==> config.mk <==
export PLATFORM = sky130hd
export DESIGN_NAME = pdc_power_ctrl
export DESIGN_NICKNAME = d
export VERILOG_FILES = /design/src/pdc_pkg.sv /design/src/pdc_power_ctrl.sv /design/src/pdc_clk_div.sv
export SDC_FILE = /design/constraint.sdc
export NUM_CORES = 1
export LEC_CHECK = 0
export ABC_AREA = 1
export ABC_CLOCK_PERIOD_IN_PS = 2100
export BUFFER_PORTS_ARGS = -buffer_cell sky130_fd_sc_hd__buf_2
export CAP_MARGIN = 30
export CELL_PAD_IN_SITES_DETAIL_PLACEMENT = 0
export CELL_PAD_IN_SITES_GLOBAL_PLACEMENT = 2
export CORE_MARGIN = 4
export CORE_UTILIZATION = 27
export CTS_CLUSTER_SIZE = 10
export DETAILED_ROUTE_END_ITERATION = 10
export HOLD_SLACK_MARGIN = 0.05
export PLACE_DENSITY = 0.87
export SETUP_SLACK_MARGIN = 0.3
export SYNTH_ARGS = -nofsm -noshare
export SYNTH_HDL_FRONTEND = slang
export SYNTH_SLANG_ARGS = --single-unit
==> constraint.sdc <==
create_clock -name pclk -period 2.1 [get_ports pclk]
set_input_delay 0.21 -clock pclk [delete_from_list [all_inputs] [get_ports pclk]]
set_output_delay 0.21 -clock pclk [all_outputs]
set_load 0.005 [all_outputs]
==> src/pdc_pkg.sv <==
package pdc_pkg;

  // ****************************************
  // Register map
  // ****************************************
  localparam logic [7:0] PDC_OFS_MODE_CLK = 8'h00;
  localparam logic [7:0] PDC_OFS_STANDBY = 8'h04;
  localparam logic [7:0] PDC_OFS_PWR_CFG = 8'h08;
  localparam logic [7:0] PDC_OFS_STATUS = 8'h0c;

  // ****************************************
  // Reset values
  // ****************************************
  localparam logic [7:0] PDC_RST_MODE_CLK = 8'h00;
  localparam logic [2:0] PDC_RST_STANDBY = 3'h0;
  localparam logic PDC_RST_STBY_SEL = 1'b0;

  // ****************************************
  // Field positions
  // ****************************************
  localparam int PDC_BIT_SLEEP_KIND = 7;
  localparam int PDC_BIT_LOW_SPEED = 6;
  localparam int PDC_BIT_DIRECT = 5;
  localparam int PDC_ACT_DIV_HI = 4;
  localparam int PDC_ACT_DIV_LO = 2;
  localparam int PDC_SUB_DIV_HI = 1;
  localparam int PDC_SUB_DIV_LO = 0;
  localparam int PDC_BIT_RSV = 7;
  localparam int PDC_BIT_I2C = 6;
  localparam int PDC_BIT_SERIAL = 5;
  localparam int PDC_BIT_ADC = 4;
  localparam int PDC_BIT_STBY_SEL = 0;
  localparam int PDC_STAT_MODE_LO = 0;
  localparam int PDC_STAT_ACT_LO = 8;
  localparam int PDC_STAT_SUB_LO = 12;

  // ****************************************
  // Divider shifts (log2 of ratio)
  // ****************************************
  localparam logic [2:0] PDC_SHIFT_ACT_BASE = 3'h3;
  localparam logic [2:0] PDC_SHIFT_NONE = 3'h0;
  localparam logic [2:0] PDC_SHIFT_SUB_8 = 3'h3;
  localparam logic [2:0] PDC_SHIFT_SUB_4 = 3'h2;
  localparam logic [2:0] PDC_SHIFT_SUB_2 = 3'h1;
  localparam int PDC_DIV_CNT_W = 6;

  // ****************************************
  // Operating modes
  // ****************************************
  typedef enum logic [4:0] {
    MODE_ACTIVE = 5'h01,
    MODE_SLEEP = 5'h02,
    MODE_SUBACTIVE = 5'h04,
    MODE_SUBSLEEP = 5'h08,
    MODE_STANDBY = 5'h10
  } pdc_mode_e;

endpackage

==> src/pdc_power_ctrl.sv <==
// Design decisions made here: register access over APB and the register addresses.
`timescale 1ns/1ps
// Function
// - Active divider: 0XX undivided, 1xx /8../64
// - Active divider applies only at sleep
// - Subactive divider: 00 /8, 01 /4, 1X /2
// - Subactive divider applies only at sleep
// - Mode bits plus standby select pick mode
// - Sleep, subsleep, standby, direct and wake paths
// - Transition with sleep kind set resets units
// - Mode clock register resets 0, read-write
// - Reserved standby bit always reads zero
// - I2C standby bit stops I2C unit
// - Serial standby bit stops serial unit
// - ADC standby bit stops converter
module pdc_power_ctrl
  import pdc_pkg::*;
(
  // Clock and reset
  input wire logic pclk,
  input wire logic presetn,
  // APB slave
  input wire logic psel,
  input wire logic penable,
  input wire logic pwrite,
  input wire logic [7:0] paddr,
  input wire logic [31:0] pwdata,
  output logic [31:0] prdata,
  output logic pready,
  output logic pslverr,
  // Processor events
  input wire logic sleep_exec,
  input wire logic irq_return,
  input wire logic watch_tick,
  // Clock enables and mode
  output logic sys_clk_en,
  output logic sub_clk_en,
  output logic [4:0] op_mode,
  output logic cpu_halt,
  output logic osc_run,
  // Peripheral control
  output logic i2c_unit_standby,
  output logic serial_unit_standby,
  output logic adc_unit_standby,
  output logic i2c_clk_en,
  output logic serial_clk_en,
  output logic adc_clk_en,
  output logic timer_unit_init,
  output logic serial_unit_init,
  output logic adc_unit_init
);

  // ****************************************
  // APB decode
  // ****************************************
  logic [7:0] power_mode_clock_select;
  logic [2:0] peripheral_standby_control;
  logic standby_select;
  logic [2:0] applied_active_div;
  logic [1:0] applied_sub_div;
  pdc_mode_e mode;
  pdc_mode_e next_mode;

  wire setup = psel && !penable;
  wire access = psel && penable;
  wire hit_mc = paddr == PDC_OFS_MODE_CLK;
  wire hit_sb = paddr == PDC_OFS_STANDBY;
  wire hit_pc = paddr == PDC_OFS_PWR_CFG;
  wire hit_st = paddr == PDC_OFS_STATUS;
  wire addr_ok = hit_mc || hit_sb || hit_pc || hit_st;
  wire wr_ok = access && pwrite && addr_ok;
  wire wr_mc = wr_ok && hit_mc;
  wire wr_sb = wr_ok && hit_sb;
  wire wr_pc = wr_ok && hit_pc;

  assign pready = access;
  assign pslverr = access && !addr_ok;

  // ****************************************
  // Read data
  // ****************************************
  wire [7:0] rd_sb = {1'b0, peripheral_standby_control, 4'h0};
  wire [31:0] rd_st = {18'h0, applied_sub_div, 1'b0, applied_active_div, 3'h0, mode};
  wire [31:0] rd_mux = hit_mc ? {24'h0, power_mode_clock_select} :
                       hit_sb ? {24'h0, rd_sb} :
                       hit_pc ? {31'h0, standby_select} :
                       hit_st ? rd_st : 32'h0;

  always_ff @(posedge pclk or negedge presetn) begin
    if (!presetn) begin
      prdata <= 32'h0;
    end else if (setup) begin
      prdata <= pwrite ? 32'h0 : rd_mux;
    end
  end

  // ****************************************
  // Control registers
  // ****************************************
  always_ff @(posedge pclk or negedge presetn) begin
    if (!presetn) begin
      power_mode_clock_select <= PDC_RST_MODE_CLK;
      peripheral_standby_control <= PDC_RST_STANDBY;
      standby_select <= PDC_RST_STBY_SEL;
    end else begin
      if (wr_mc) begin
        power_mode_clock_select <= pwdata[7:0];
      end
      if (wr_sb) begin
        peripheral_standby_control <= pwdata[PDC_BIT_I2C:PDC_BIT_ADC];
      end
      if (wr_pc) begin
        standby_select <= pwdata[PDC_BIT_STBY_SEL];
      end
    end
  end

  // ****************************************
  // Mode selection
  // ****************************************
  wire sleep_kind = power_mode_clock_select[PDC_BIT_SLEEP_KIND];
  wire low_speed = power_mode_clock_select[PDC_BIT_LOW_SPEED];
  wire direct_xfer = power_mode_clock_select[PDC_BIT_DIRECT];
  wire running = (mode == MODE_ACTIVE) || (mode == MODE_SUBACTIVE);
  wire halted = !running;
  wire take_sleep = sleep_exec && running;
  wire take_wake = irq_return && halted;

  pdc_mode_e sleep_target;
  pdc_mode_e wake_target;
  assign sleep_target = direct_xfer ? (low_speed ? MODE_SUBACTIVE : MODE_ACTIVE) :
                        standby_select ? MODE_STANDBY :
                        sleep_kind ? MODE_SUBSLEEP : MODE_SLEEP;
  assign wake_target = (mode == MODE_STANDBY) ? MODE_ACTIVE :
                       low_speed ? MODE_SUBACTIVE : MODE_ACTIVE;

  always_comb begin
    next_mode = mode;
    case (mode)
      MODE_ACTIVE, MODE_SUBACTIVE: begin
        if (take_sleep) begin
          next_mode = sleep_target;
        end
      end
      MODE_SLEEP, MODE_SUBSLEEP, MODE_STANDBY: begin
        if (take_wake) begin
          next_mode = wake_target;
        end
      end
      default: begin
        next_mode = MODE_ACTIVE;
      end
    endcase
  end

  wire mode_change = next_mode != mode;
  wire unit_init = mode_change && sleep_kind;

  always_ff @(posedge pclk or negedge presetn) begin
    if (!presetn) begin
      mode <= MODE_ACTIVE;
      timer_unit_init <= 1'b0;
      serial_unit_init <= 1'b0;
      adc_unit_init <= 1'b0;
    end else begin
      mode <= next_mode;
      timer_unit_init <= unit_init;
      serial_unit_init <= unit_init;
      adc_unit_init <= unit_init;
    end
  end

  // ****************************************
  // Divider latching at sleep
  // ****************************************
  always_ff @(posedge pclk or negedge presetn) begin
    if (!presetn) begin
      applied_active_div <= 3'h0;
      applied_sub_div <= 2'h0;
    end else if (take_sleep) begin
      applied_active_div <= power_mode_clock_select[PDC_ACT_DIV_HI:PDC_ACT_DIV_LO];
      applied_sub_div <= power_mode_clock_select[PDC_SUB_DIV_HI:PDC_SUB_DIV_LO];
    end
  end

  wire [2:0] act_shift = applied_active_div[2] ?
                         (PDC_SHIFT_ACT_BASE + {1'b0, applied_active_div[1:0]}) :
                         PDC_SHIFT_NONE;
  wire [2:0] sub_shift = applied_sub_div[1] ? PDC_SHIFT_SUB_2 :
                         applied_sub_div[0] ? PDC_SHIFT_SUB_4 : PDC_SHIFT_SUB_8;

  // ****************************************
  // Clock dividers
  // ****************************************
  wire osc_on = (mode == MODE_ACTIVE) || (mode == MODE_SLEEP);
  wire sub_on = (mode == MODE_SUBACTIVE) || (mode == MODE_SUBSLEEP);

  pdc_clk_div u_act_div (
    .pclk(pclk),
    .presetn(presetn),
    .tick(osc_on),
    .shift(act_shift),
    .en(sys_clk_en)
  );

  pdc_clk_div u_sub_div (
    .pclk(pclk),
    .presetn(presetn),
    .tick(watch_tick && sub_on),
    .shift(sub_shift),
    .en(sub_clk_en)
  );

  // ****************************************
  // Outputs
  // ****************************************
  assign op_mode = mode;
  assign cpu_halt = halted;
  assign osc_run = osc_on;
  assign i2c_unit_standby = peripheral_standby_control[2];
  assign serial_unit_standby = peripheral_standby_control[1];
  assign adc_unit_standby = peripheral_standby_control[0];
  assign i2c_clk_en = !peripheral_standby_control[2];
  assign serial_clk_en = !peripheral_standby_control[1];
  assign adc_clk_en = !peripheral_standby_control[0];
endmodule

==> src/pdc_clk_div.sv <==
`timescale 1ns/1ps
module pdc_clk_div
  import pdc_pkg::*;
(
  // Clock and reset
  input wire logic pclk,
  input wire logic presetn,
  // Source tick and ratio
  input wire logic tick,
  input wire logic [2:0] shift,
  // Divided enable
  output logic en
);

  // ****************************************
  // Power-of-two divider
  // ****************************************
  logic [PDC_DIV_CNT_W-1:0] cnt;
  wire [PDC_DIV_CNT_W-1:0] mask = ~({PDC_DIV_CNT_W{1'b1}} << shift);
  wire hit = tick && ((cnt & mask) == mask);

  always_ff @(posedge pclk or negedge presetn) begin
    if (!presetn) begin
      cnt <= '0;
      en <= 1'b0;
    end else begin
      if (tick) begin
        cnt <= cnt + 1'b1;
      end
      en <= hit;
    end
  end

endmodule

; After elaboration in Yosys (flattened, before gate mapping)
; Cells that the tools add are included.
[classes]
bitwise = 4
addsub = 3
n_mux = 16
n_reduce_logical = 29
n_eq_ne = 11
shifts = 2
[op_table]
columns = op, n
row1 = $mux 14, 5
row2 = $mux 5, 4
row3 = $eq 8x4->1 const B, 2
row4 = $logic_and 1x1->1, 14
row5 = $add 6x1->6 const B, 2
row6 = $and 6x6->6, 2
row7 = $eq 6x6->1, 2
row8 = $not 6->6, 2
row9 = $pmux 5 s2, 1
row10 = $mux 3, 3
row11 = $eq 8x3->1 const B, 1
row12 = $logic_not 8->1, 1
row13 = $logic_not 1->1, 6
row14 = $logic_or 1x1->1, 6
row15 = $shl 6x2->6 const A, 1
row16 = $shl 6x3->6 const A, 1
row17 = $eq 5x1->1 const B, 1
row18 = $eq 5x2->1 const B, 1
row19 = $eq 5x3->1 const B, 1
row20 = $eq 5x4->1 const B, 1
row21 = $eq 5x5->1 const B, 1
row22 = $ne 5x5->1, 1
row23 = $mux 4, 1
row24 = $add 2x2->3 const A, 1
row25 = 4 further kinds, 4
[totals]
output_inout_bits = 52
regBits = 69
in_bits = 48
elab_cells = 77

; Depth between registers and ports, before layout
[depth]
ltp_word = 8
depth_mapped = 13

; Hierarchy
; A second synthesis with hierarchy kept.
[unflattened]
hier_cells = 351
hier_area_um2 = 2867.8
[modules_own_cells]
columns = module, seq_area_each_um2, area_per_inst_um2, n_inst, cells_each
row1 = pdc_power_ctrl, 902.1, 2144.6, 1, 263
row2 = pdc_clk_div, 175.2, 361.6, 2, 44

; Least setup slack after synthesis
; No wires, ideal clock.
[synth_timing]
path_kind = register to register
start = register mode[0] (netlist: op_mode[0])
end = register adc_unit_init
required_time_ps = 1987
setup_ps = 113
arrival_ps = 1488
slack_ps = 499
synth_period_minus_slack_ps = 1601
stages_incl_launch_ff = 14
cell_sequence = dfstp_2 -> inv_1 -> nor2_2 -> nand3_2 -> nand2_2 -> inv_2 -> nand3_1 -> nand3_1 -> nand2_1 -> nand2_1 -> nand2_1 -> nand3_1 -> nand2_1 -> inv_1
[synth_via]
elab_chain_len = 8
elab_cells_between_ends = 17
[synth_lines]
columns = item, line
row1 = start: declaration, pdc_power_ctrl.sv:61  ; pdc_mode_e mode;
row2 = start signal: assignment, pdc_power_ctrl.sv:166  ; mode <= next_mode;
row3 = $eq 5x1->1 or $eq 5x3->1 (tied branches), pdc_power_ctrl.sv:124  ; wire running = (mode == MODE_ACTIVE) || (mode == MODE_SUBACTIVE);
row4 = $logic_or 1x1->1 (*), pdc_power_ctrl.sv:124
row5 = $logic_not 1->1 (*), pdc_power_ctrl.sv:125  ; wire halted = !running;
row6 = via cpu_halt, pdc_power_ctrl.sv:39  ; output logic cpu_halt,
row7 = $logic_and 1x1->1 (*), pdc_power_ctrl.sv:127  ; wire take_wake = irq_return && halted;
row8 = $mux 5 (*), pdc_power_ctrl.sv:146  ; if (take_wake) begin
row9 = $pmux 5 s2 (*), pdc_power_ctrl.sv:139  ; case (mode)
row10 = via next_mode[0], pdc_power_ctrl.sv:62  ; pdc_mode_e next_mode;
row11 = $ne 5x5->1 (*), pdc_power_ctrl.sv:156  ; wire mode_change = next_mode != mode;
row12 = $logic_and 1x1->1 (*), pdc_power_ctrl.sv:157  ; wire unit_init = mode_change && sleep_kind;
row13 = via unit_init, pdc_power_ctrl.sv:157
row14 = end signal: assignment, pdc_power_ctrl.sv:169  ; adc_unit_init <= unit_init;
row15 = end: declaration, pdc_power_ctrl.sv:50  ; output logic adc_unit_init
; Mark *: on every way through the listed nets, which the timed path passes. The rest lies on a longest branch.
; A chain may end at the register's enable or synchronous reset.

; Final worst setup path
[layout_timing]
start = register mode[0] (netlist: op_mode[0])
end = output cpu_halt
[layout_via]
elab_chain_len = 3
elab_cells_between_ends = 4
[layout_lines]
columns = item, line
row1 = $eq 5x1->1 or $eq 5x3->1 (tied branches), pdc_power_ctrl.sv:124
row2 = $logic_or 1x1->1 (*), pdc_power_ctrl.sv:124
row3 = $logic_not 1->1 (*), pdc_power_ctrl.sv:125
row4 = end: declaration, pdc_power_ctrl.sv:39
; Mark *: on every way between the ends. The rest lies on a longest branch, timed or not.

==> reports/metrics.cfg <==
[timing]
setup_violations=0
max_freq_mhz=581
rsz0062_at_grt=yes
finalClockSkew_ns=0.00328
hold_violations=0
slew_violations=0
tns_ns=0
finalCriticalPeriod_ns=1.72
fin_crit_sh=0.820
worst_hold_slack_ns=0.154

[setup_path]
path_cells=inv_4, nor2_4, nand3_4, nand2_4, inv_2, buf_2
arrival_ns=1.51
cp_slowest_cell=dfstp_2
crit_required_ns=1.89
cp_slowest_stage_delay_ns=0.60
critPathMaxFanout=8
endpoint_kind=output pin
start_kind=flop
critical_path_class=flop to output pin

[floorplanning]
rows=35
core_area_um2=9240
fp.dieH_um=105
dieArea_um2=11100
die_x_um=105
start_util=0.277
io_pins=100

[clock_tree]
cts.clk_slew.worst_paths_ns=0.08
tritoncts=done
clk_latency_ns=0.29
htreeDepth=2
numCtsBuffers=5
clock_path_buffers=2
root_buffer=clkbuf_8
numClockSinks=47

[pwr]
combPwrFrac=0.356
power_frac_seq=0.414
power_switching_mw=1.01
peakVddDrop_uv=348
p_clk_frac=0.230
p_sw_frac=0.359
p_leak_nw=1.65
p_per_area_nw_per_um2=894
p_int_mw=1.80

[drt]
vias_per_cell=4.21
vias=2090
drc=0
drtIter0Drc=86
routed_wl_mm=6.10
first_pass_iters=4
wl_per_cell_um=12.3
ant_nets=0

[global_route]
grtUsageTotal=0.111
overflow=0
grt_pass1_wl_mm=9.98
grt_max_degree=29
grt_pass1_vias=2013
antenna_found_initial=0

[place]
io_buffers=56
placed_area_um2=2940
hpwl_mm=4.81
place.gp.congestion=0.796

[layout]
final_nets=418
syn_to_final_growth_pct=22.3
final_area_um2=3130
seq_area_um2=1180
drive_above_1_share=0.297
nFillCells=977
layout_commonest_cell=nand2_1
multi_input_comb_area_um2=1160
diodes=0
mostFrequentLayoutCells=nand2_1 (66), buf_2 (56), dfrtp_1 (45), inv_1 (37), conb_1 (19)

[logic_synthesis]
yosysWarningCount=0
synth_cells=302
ys_seq_area_frac=0.459
ys_types=39
syn_area_um2=2560
avgSynthCellArea_um2=8.49
synth-seq-cells=47

[outcome]
outcome=finished clean

[flow_run]
drv_cap=0

[worst_hold_path]
holdCritPathClass=primary input to flop

[synth_stat cells, drive strengths merged]
cell,count,area share
a21oi,4,0.0078
a22o,4,0.014
a31oi,1,0.0024
a32o,1,0.0039
and3,1,0.0024
buf,22,0.066
clkbuf,3,0.0044
clkinv,1,0.0015
conb,1,0.0015
dfrtp,46,0.45
dfstp,1,0.010
ha,3,0.015
inv,42,0.062
mux2,2,0.0088
nand2,71,0.11
nand3,24,0.058
nand3b,1,0.0029
nand4,6,0.020
nor2,19,0.031
nor3,4,0.0078
nor4,1,0.0083
o211ai,1,0.0029
o21ai,29,0.068
o21bai,1,0.0029
o221ai,2,0.0068
o22ai,3,0.0073
or2,1,0.0034
xnor2,5,0.017
xor2,2,0.0068
[registers in the layout (all words and copies together) (netlist names), 2 cells and up]
name,flops
applied_active_div,3
prdata,13
u_sub_div.cnt,3
op_mode,5
peripheral_standby_control,3
applied_sub_div,2
u_act_div.cnt,6
power_mode_clock_select,8
[cell type report]
| type | instances | share of cell area |
|---|---|---|
| clock buffers | 6 | 0.0232 |
| clock inverters | 1 | 0.00958 |
| inverters | 43 | 0.0531 |
| multi-input cells | 205 | 0.371 |
| flip-flops and latches | 47 | 0.376 |
| well taps | 129 | 0.0515 |
| repair buffers | 65 | 0.116 |
[power by group through the flow]
stage | Combinational (mW) | Sequential [mW] | Clock [mW]
6_report | 0.997 | 1.16 | 0.646
5_1_grt | 1.12 | 1.18 | 0.702
4_1_cts | 0.903 | 1.15 | 0.667
3_5_place_dp | 0.839 | 1.17 | 0
3_3_place_gp | 0.830 | 1.17 | 0
2_1_floorplan | 0.609 | 1.14 | 0
[critical path, delay by kind of cell, from the launching register on]
family | cells | cell delay, ns
buffers and inverters | 3 | 0.25
flip-flops | 1 | 0.60
AND/OR/NAND/NOR | 3 | 0.37
[per-layer routing]
metal	wire, um	track usage	vias up
li1	-	-	1070
met1	2720	0.143	960
met2	2970	0.184	52
met3	313	0.0239	8
met4	99	0.0366	0
met5	0	0	-
[metrics by stage]
stage	utilization	worst slack, ns	cells	power (mW)
after global routing	0.339	0.297	496	3.00
after floorplan	-	0.499	320	1.75
after detailed placement	0.318	0.267	484	2.01
after CTS	0.332	0.314	494	2.72
final	0.339	0.378	496	2.80
after global placement	0.318	0.259	484	2.00
[path summary, 6_finish.rpt]
check                                                   from                                     end  slack [ns]  cells past startpoint
worst max-delay path                    op_mode[0]$_DFF_PN1_                                cpu_halt        0.38                      6
worst min-delay path                               pwdata[3]  power_mode_clock_select[3]$_DFFE_PN0P_        0.15                      3
worst max register to register          op_mode[0]$_DFF_PN1_                 adc_unit_init$_DFF_PN0_        0.43                     11
worst min register to register  u_sub_div.cnt[2]$_DFFE_PN0P_            u_sub_div.cnt[2]$_DFFE_PN0P_        0.47                      1
max in group asynchronous                            presetn  power_mode_clock_select[3]$_DFFE_PN0P_        1.17                      3
min in group asynchronous                            presetn                    op_mode[2]$_DFF_PN0_        0.42                      2
[what timing repair did]
item                                    in CTS  in global routing
gates cloned                                 0                  0
hold buffers                                 1                  0
pin swaps                                    1                  4
endpoints found under the setup margin       2                  4
hold endpoints to repair                    18                  0
resized for setup                            1                 15
buffers inserted                             2                  2
[cells by family (layout without fill, tap and decap cells)]
kind of cell             count (synthesis)  count (layout)  synth area share
AND/OR/NAND/NOR                        128             128             0.242
other                                    1              19           0.00146
buffers and inverters                   68             115             0.134
multiplexers                             2               2           0.00878
flip-flops                              47              47             0.459
adder cells (fa/ha/maj)                  3               3            0.0146
AO/OA/AOI/OAI                           46              46             0.116
XOR/XNOR                                 7               7            0.0239
Power figures use the tool's default switching activity.
